### config.mk
export PLATFORM = sky130hd
export DESIGN_NAME = add_carry_and_literal_exec
export DESIGN_NICKNAME = d
export VERILOG_FILES = /design/src/exec_pkg.sv /design/src/add_carry_and_literal_exec.sv /design/src/add_flags.sv
export VERILOG_INCLUDE_DIRS = /design/src
export SDC_FILE = /design/constraint.sdc
export NUM_CORES = 1
export LEC_CHECK = 0
export BUFFER_PORTS_ARGS = -buffer_cell sky130_fd_sc_hd__buf_2
export CAP_MARGIN = 10
export CELL_PAD_IN_SITES_DETAIL_PLACEMENT = 1
export CELL_PAD_IN_SITES_GLOBAL_PLACEMENT = 2
export CORE_MARGIN = 4
export CORE_UTILIZATION = 30
export CTS_BUF_LIST = sky130_fd_sc_hd__clkbuf_2 sky130_fd_sc_hd__clkbuf_4 sky130_fd_sc_hd__clkbuf_8
export DETAILED_ROUTE_END_ITERATION = 16
export HOLD_SLACK_MARGIN = 0.02
export PLACE_DENSITY_LB_ADDON = 0.1
export SLEW_MARGIN = 25
export SYNTH_ARGS = -nofsm -noshare
export SYNTH_HDL_FRONTEND = slang
export SYNTH_HIERARCHICAL = 1
export SYNTH_SLANG_ARGS = --single-unit
### constraint.sdc
create_clock -name sys_clk_i -period 2.7 [get_ports sys_clk_i]
set_clock_uncertainty 0.1 [all_clocks]
set_input_delay 0.27 -clock sys_clk_i [delete_from_list [all_inputs] [get_ports sys_clk_i]]
set_output_delay 0.27 -clock sys_clk_i [all_outputs]
set_load 0.01 [all_outputs]
### src/exec_regs.svh
// Constants for the add-with-carry and AND-literal execution block.
`ifndef EXEC_REGS_SVH
`define EXEC_REGS_SVH
`define ACCUM_RST 8'h00
`define BANK_RST 4'h0
`define FLAGS_RST 5'h00
`define FLAG_C 0
`define FLAG_DIGIT_CARRY 1
`define FLAG_Z 2
`define FLAG_OVERFLOW 3
`define FLAG_N 4
`define ILO_LIMIT 8'h5f
`define ACCESS_HIGH_BANK 4'hf
`define ACCESS_SPLIT 8'h80
`define Q_LAST 2'h3
`endif

### src/exec_pkg.sv
// Types shared by the execution block.
package exec_pkg;
  typedef enum logic [1:0] {
    op_none,
    op_add_accum_carry_file,
    op_and_literal_accum
  } op_e;
  typedef enum logic [1:0] {
    ph_decode,
    ph_read,
    ph_process,
    ph_write
  } phase_e;
endpackage : exec_pkg

### src/add_carry_and_literal_exec.sv
// Execution unit for add-with-carry-to-file and AND-literal instructions.
//
// Summary of operation
// - Add accumulator, carry, file byte; set five flags.
// - Destination bit selects accumulator or file writeback.
// - Access bit picks access bank or bank register.
// - Extended set, access, address<=95: indexed literal offset.
// - AND literal into accumulator; update N, Z only.
`timescale 1ns/100ps
`include "exec_regs.svh"
module add_carry_and_literal_exec (
  input wire logic sys_clk_i,
  input wire logic rst_n_i,
  input wire logic start_i,
  input wire logic is_add_i,
  input wire logic is_and_i,
  input wire logic [7:0] file_addr_i,
  input wire logic dest_i,
  input wire logic access_i,
  input wire logic [7:0] literal_i,
  input wire logic ext_set_i,
  input wire logic [3:0] bank_wr_data_i,
  input wire logic bank_wr_i,
  input wire logic [11:0] index_base_i,
  input wire logic [7:0] mem_rdata_i,
  output logic [11:0] mem_addr_o,
  output logic mem_rd_o,
  output logic mem_wr_o,
  output logic [7:0] mem_wdata_o,
  output logic [7:0] accum_o,
  output logic [4:0] flags_o,
  output logic [3:0] bank_o,
  output logic busy_o,
  output logic done_o
);
  // Decoded instruction, held for the length of one instruction cycle.
  exec_pkg::phase_e phase;
  exec_pkg::op_e op;
  logic [7:0] lit;
  logic dest;
  logic [7:0] operand;
  logic [7:0] result;
  logic [4:0] next_flags;
  logic [11:0] next_addr;
  logic [7:0] sum;
  logic c_add;
  logic digit_carry_add;
  logic overflow_add;
  logic z_add;
  logic n_add;
  logic [7:0] and_res;
  logic take;
  logic take_add;

  // The carry flag is the adder's carry in, so no extra state is kept.
  add_flags u_add (
    .a_i(accum_o),
    .b_i(operand),
    .cin_i(flags_o[`FLAG_C]),
    .sum_o(sum),
    .c_o(c_add),
    .digit_carry_o(digit_carry_add),
    .overflow_o(overflow_add),
    .z_o(z_add),
    .n_o(n_add)
  );

  // An instruction is taken only from the idle decode phase. A start while
  // busy, or one with neither opcode bit set, is dropped without effect.
  assign take = (phase == exec_pkg::ph_decode) && start_i && !busy_o
                && (is_add_i || is_and_i);
  // Add wins when both opcode bits arrive together.
  assign take_add = take && is_add_i;

  // Operand address: indexed offset first, then access bank, then banked.
  // The indexed window covers only the low end of the access bank, so an
  // address above the limit falls back to the plain access-bank split.
  // The index base is not range checked; a sum past the top wraps round.
  always_comb begin
    if (ext_set_i && !access_i && file_addr_i <= `ILO_LIMIT) begin
      next_addr = index_base_i + {4'h0, file_addr_i};
    end else if (!access_i) begin
      if (file_addr_i < `ACCESS_SPLIT) begin
        next_addr = {4'h0, file_addr_i};
      end else begin
        next_addr = {`ACCESS_HIGH_BANK, file_addr_i};
      end
    end else begin
      next_addr = {bank_o, file_addr_i};
    end
  end

  // AND result and flags of whichever instruction is in process.
  always_comb begin
    and_res = accum_o & lit;
    result = sum;
    next_flags = flags_o;
    case (op)
      exec_pkg::op_add_accum_carry_file: begin
        result = sum;
        next_flags[`FLAG_C] = c_add;
        next_flags[`FLAG_DIGIT_CARRY] = digit_carry_add;
        next_flags[`FLAG_Z] = z_add;
        next_flags[`FLAG_OVERFLOW] = overflow_add;
        next_flags[`FLAG_N] = n_add;
      end
      exec_pkg::op_and_literal_accum: begin
        // Only N and Z follow the AND; carry, digit carry and overflow
        // keep what the last add left, as software may still test them.
        result = and_res;
        next_flags[`FLAG_Z] = (and_res == 8'h00);
        next_flags[`FLAG_N] = and_res[7];
      end
      default: begin
        result = sum;
      end
    endcase
  end

  // Four-phase sequencer; a new start is ignored while busy.
  // Timing is counted in clock edges from the edge that takes the start.
  // At edge 0 the fields latch and an add issues its operand read.
  // At edge 1 the file byte is captured from the data memory.
  // At edge 2 the flags, the accumulator or the file write are committed.
  // At edge 3 done pulses and the block returns to the decode phase.
  // Spending a clock on each phase keeps every output registered, at the
  // cost of four clocks per instruction.
  always_ff @(posedge sys_clk_i or negedge rst_n_i) begin
    if (!rst_n_i) begin
      phase <= exec_pkg::ph_decode;
      op <= exec_pkg::op_none;
      busy_o <= 1'b0;
      done_o <= 1'b0;
      lit <= 8'h00;
      dest <= 1'b0;
    end else begin
      done_o <= 1'b0;
      case (phase)
        exec_pkg::ph_decode: begin
          if (take) begin
            busy_o <= 1'b1;
            phase <= exec_pkg::ph_read;
            lit <= literal_i;
            dest <= dest_i;
            op <= is_add_i ? exec_pkg::op_add_accum_carry_file
                           : exec_pkg::op_and_literal_accum;
          end
        end
        exec_pkg::ph_read: begin
          phase <= exec_pkg::ph_process;
        end
        exec_pkg::ph_process: begin
          phase <= exec_pkg::ph_write;
        end
        exec_pkg::ph_write: begin
          phase <= exec_pkg::ph_decode;
          busy_o <= 1'b0;
          done_o <= 1'b1;
          op <= exec_pkg::op_none;
        end
        default: begin
          phase <= exec_pkg::ph_decode;
        end
      endcase
    end
  end

  // Memory side: address latched at decode, read strobe in read phase.
  always_ff @(posedge sys_clk_i or negedge rst_n_i) begin
    if (!rst_n_i) begin
      mem_addr_o <= 12'h000;
      mem_rd_o <= 1'b0;
      mem_wr_o <= 1'b0;
      mem_wdata_o <= 8'h00;
      operand <= 8'h00;
    end else begin
      mem_rd_o <= 1'b0;
      mem_wr_o <= 1'b0;
      // The address stands until the next add, so a file write-back reuses
      // it and no second address register is needed.
      if (take_add) begin
        mem_addr_o <= next_addr;
        mem_rd_o <= 1'b1;
      end
      // Data arrives in the same cycle as the strobe, at the read phase.
      // The byte is taken for either destination, as the sum needs it.
      if (phase == exec_pkg::ph_read
          && op == exec_pkg::op_add_accum_carry_file) begin
        operand <= mem_rdata_i;
      end
      if (phase == exec_pkg::ph_process
          && op == exec_pkg::op_add_accum_carry_file && dest) begin
        mem_wr_o <= 1'b1;
        mem_wdata_o <= result;
      end
    end
  end

  // Accumulator and flags commit on the edge that ends the process phase.
  // A file destination leaves the accumulator alone, but the flags still
  // follow the sum.
  always_ff @(posedge sys_clk_i or negedge rst_n_i) begin
    if (!rst_n_i) begin
      accum_o <= `ACCUM_RST;
      flags_o <= `FLAGS_RST;
    end else if (phase == exec_pkg::ph_process) begin
      flags_o <= next_flags;
      if (op == exec_pkg::op_and_literal_accum || !dest) begin
        accum_o <= result;
      end
    end
  end

  // Bank select register, loaded by the core; banked addressing reads it.
  // A load during an instruction is harmless, as the operand address is
  // latched at decode and not looked at again.
  always_ff @(posedge sys_clk_i or negedge rst_n_i) begin
    if (!rst_n_i) begin
      bank_o <= `BANK_RST;
    end else if (bank_wr_i) begin
      bank_o <= bank_wr_data_i;
    end
  end
endmodule : add_carry_and_literal_exec

### src/add_flags.sv
// Adder that forms the add-with-carry sum and its arithmetic flags.
`timescale 1ns/100ps
module add_flags (
  input wire logic [7:0] a_i,
  input wire logic [7:0] b_i,
  input wire logic cin_i,
  output logic [7:0] sum_o,
  output logic c_o,
  output logic digit_carry_o,
  output logic overflow_o,
  output logic z_o,
  output logic n_o
);
  logic [4:0] low;
  logic [8:0] full;

  // Low nibble gives the digit carry; full width gives carry and overflow.
  always_comb begin
    low = {1'b0, a_i[3:0]} + {1'b0, b_i[3:0]} + {4'h0, cin_i};
    full = {1'b0, a_i} + {1'b0, b_i} + {8'h00, cin_i};
    sum_o = full[7:0];
    c_o = full[8];
    digit_carry_o = low[4];
    overflow_o = (a_i[7] == b_i[7]) && (full[7] != a_i[7]);
    z_o = (full[7:0] == 8'h00);
    n_o = full[7];
  end
endmodule : add_flags

==> metrics.cfg <==
[drt]
routedWlPerCell_um = 16.35
dr.pass1.iters = 4
wirelength_um = 11200
ant_nets = 0
vias_per_cell = 4.888
drc = 0
drtIter0Drc = 115
vias = 3348

[logic_synthesis]
ys_ff_latch = 62
async_flop_share_pct = 100.0
synth_edf_count = 0
synth_flop_cell = dfrtp_1
yosys.area.top_type = dfrtp_1
syn_area_per_cell_um2 = 9.472
syn_inst = 396
ys_types = 59
yosysSeqAreaShare_pct = 41.36
synth_fp_nets = 470
netlist_area_um2 = 3751
synth.area.top_cells = dfrtp_1 41%, ha_1 7.3%, nand2_1 5.7%
yosysWarningCount = 6
yosys.area.top_type_share_pct = 41.36

[placement]
hpwl_um = 8664
gp_congestion = 0.7769
numPortBuffers = 89
dp_cells = 655
placed_cell_area_um2 = 4451

[global_route]
antenna_found_initial = 0
grt_pass1_wl_um = 18450
grt_pass1_vias = 3634
grt_max_degree = 63
grt_overflow = 0
track_usage_pct = 16.37

[layout]
seq_area_um2 = 1551
layout.nets = 586
fillerInstances = 1445
design_area_um2 = 4808
drive_gt1_share_pct = 30.17
diodes = 0
syn_to_final_growth_pct = 28.19
multi_input_area_um2 = 2079
final_cells = 685

[timing]
fin_crit_sh_pct = 97.88
finalSetupTns_ps = 0
min_period_ps = 2643
whs_ps = 49.88
max_freq_mhz = 378.4
finalHoldViolCount = 0
slew_violations = 0
tightest_slew_ps = 823.0
relSlewSlack_pct = 45.13
setup_viol = 0

[outcome]
outcome = complete, no violations

[cts]
clkTransAtPathRegs_ps = 70
cts_sinks = 62
htreeDepth = 3
clock_path_buffers = 2
cts_buffers = 9
cts_tree = done
cts-root-buf = clkbuf_8
clkLatencyLatePin_ps = 360

[worst_setup_path]
r2r_cells = 11
r2r_slack_ps = 60
worstPathRequired_ps = 2880
crit_family = compound AO/OA/AOI/OAI gates
critPathKind = register to register
rr_endpoint = flags_o[2]$_DFFE_PN0P_
crit_arrival_ps = 2820
cp_slowest_stage_delay_ps = 490
slowest_stage = or4b_4
critPathBufInv = 2
endpoint_kind = register
crit_chain = inv_2, fa_2, inv_1, fa_2, a21o_1, a21oi_2, xnor2_2, or4b_4, nor4_2, a21oi_1, o21ai_1
crit_fanout = 3
reg2reg_from = accum_o[0]$_DFFE_PN0P_
cp-start-kind = register
critical_path.most_common_cell = fa_2

[hold_path]
holdCritStartpoint = mem_rdata_i[5]
hold_end = operand[5]$_DFFE_PN0P_
min_path_cells = 2
hold_path_class = input pin to register

[die]
initial_core_util_pct = 30.97
ios = 90
die_w_um = 119.8
dieArea_um2 = 14360
coreArea_um2 = 12110
die_y_um = 119.8
row_count = 40

[flow_run]
cap_violations = 0

[power_and_ir_drop]
p_leak_uw = 0.002427
total_power_uw = 2059
ir_worst_vdd_mv = 0.1688
powerDensity_nw_per_um2 = 428.3

==> worst max-delay path by stage <==
| stage | from | end | slack, ps | cells past startpoint |
|---|---|---|---|---|
| floorplan | accum_o[0]$_DFFE_PN0P_ | flags_o[2]$_DFFE_PN0P_ | 140 | 11 |
| global placement | accum_o[0]$_DFFE_PN0P_ | flags_o[2]$_DFFE_PN0P_ | 120 | 11 |
| detailed placement | accum_o[0]$_DFFE_PN0P_ | flags_o[2]$_DFFE_PN0P_ | 20 | 11 |
| CTS | accum_o[0]$_DFFE_PN0P_ | flags_o[2]$_DFFE_PN0P_ | 40 | 11 |
| global route | accum_o[0]$_DFFE_PN0P_ | flags_o[2]$_DFFE_PN0P_ | -20 | 11 |
| finish | accum_o[0]$_DFFE_PN0P_ | flags_o[2]$_DFFE_PN0P_ | 60 | 11 |
==> placed cells by master, fill, tap and decap left out, drive strengths merged, types with 7 or more instances in the layout <==
| master | Yosys | final |
|---|---|---|
| nand2b | 7 | 7 |
| dlygate4sd3 | 0 | 13 |
| mux2 | 26 | 26 |
| nand2 | 58 | 58 |
| inv | 17 | 17 |
| dfrtp | 62 | 62 |
| nor2 | 20 | 20 |
| and3 | 12 | 12 |
| a22oi | 8 | 8 |
| buf | 8 | 105 |
| ha | 22 | 22 |
| a21o | 7 | 7 |
| a211oi | 7 | 7 |
| o21ai | 38 | 38 |
| nor3 | 8 | 8 |
| clkbuf | 5 | 13 |
| a21oi | 26 | 26 |
==> kinds of logic (layout without fill, tap and decap cells) <==
group           count (synthesis)  after routing  share of synthesized area (%)
buf+inv                        31            152                          3.635
fa+ha+maj                      25             25                          8.939
mux                            31             31                          9.139
simple gates                  131            131                          17.08
flops                          62             62                          41.36
compound gates                111            111                          18.68
xor+xnor                        5              5                          1.168
==> worst register-to-register path: stages, from the launching register on <==
cell     delay, ps
dfrtp_1        400
inv_2           70
fa_2           200
inv_1           60
fa_2           360
a21o_1         200
a21oi_2        210
xnor2_2        100
or4b_4         490
nor4_2         150
a21oi_1        110
o21ai_1        120
==> final cells by class <==
| cell class | instances | area share [%] |
|---|---|---|
| Tap cell | 168 | 4.372 |
| Timing Repair Buffer | 118 | 14.47 |
| Inverter | 18 | 1.405 |
| Clock buffer | 13 | 3.331 |
| Sequential cell | 62 | 32.27 |
| Multi-Input combinational cell | 303 | 43.25 |
| Clock inverter | 3 | 0.9107 |
==> where the power goes <==
| group | switching [uW] | internal (uW) | total, uW |
|---|---|---|---|
| combinational | 134 | 112 | 246 |
| clock | 381 | 483 | 864 |
| sequential | 8.81 | 941 | 949 |
| total | 523 | 1540 | 2060 |
==> synth_stat cells (4+ instances only) <==
cell type and count:
o21ai_1 10, a211oi_1 7, and3_1 12, buf_2 4
nand2b_1 7, nor2b_1 6, nor3_1 7, a21oi_1 24
a22oi_1 8, o21ai_0 27, a31oi_1 5, mux2_1 10
mux2_2 16, inv_1 16, clkbuf_1 5, a21o_1 7
nand2_1 57, nor2_1 19, nand3_1 6, ha_1 22
mux2i_1 5, dfrtp_1 62
==> sequential cells by signal, indices dropped and copies added, names as in the netlist <==
register / cells
lit: 8
operand: 8
mem_wdata_o: 8
phase: 2
mem_addr_o: 12
op: 2
busy_o: 1
accum_o: 8
bank_o: 4
mem_wr_o: 1
dest: 1
done_o: 1
mem_rd_o: 1
flags_o: 5
==> metrics by stage <==
step	setup WS [ps]	util, %
4_1_cts	38.82	39.52
5_1_grt	-21.87	39.70
3_5_place_dp	21.22	36.75
2_1_floorplan	137.8	-
6_report	57.15	39.70
3_3_place_gp	119.3	36.75
==> routing by layer <==
layer	track usage, %	share of wire [%]	up-vias
li1	-	-	1643
met1	19.49	43	1635
met2	28.53	51	59
met3	3.063	3.5	11
met4	7.516	2.0	0
met5	0	0	-
==> what timing repair did <==
action                     in CTS  in global routing
gates resized for setup         1                  5
pin swaps                       0                  2
setup endpoints to repair       1                  1
setup buffers                   0                  1
hold buffers                   13                  0
hold endpoints to repair       40                  0
Note: power is estimated with default switching activity, not from simulation.
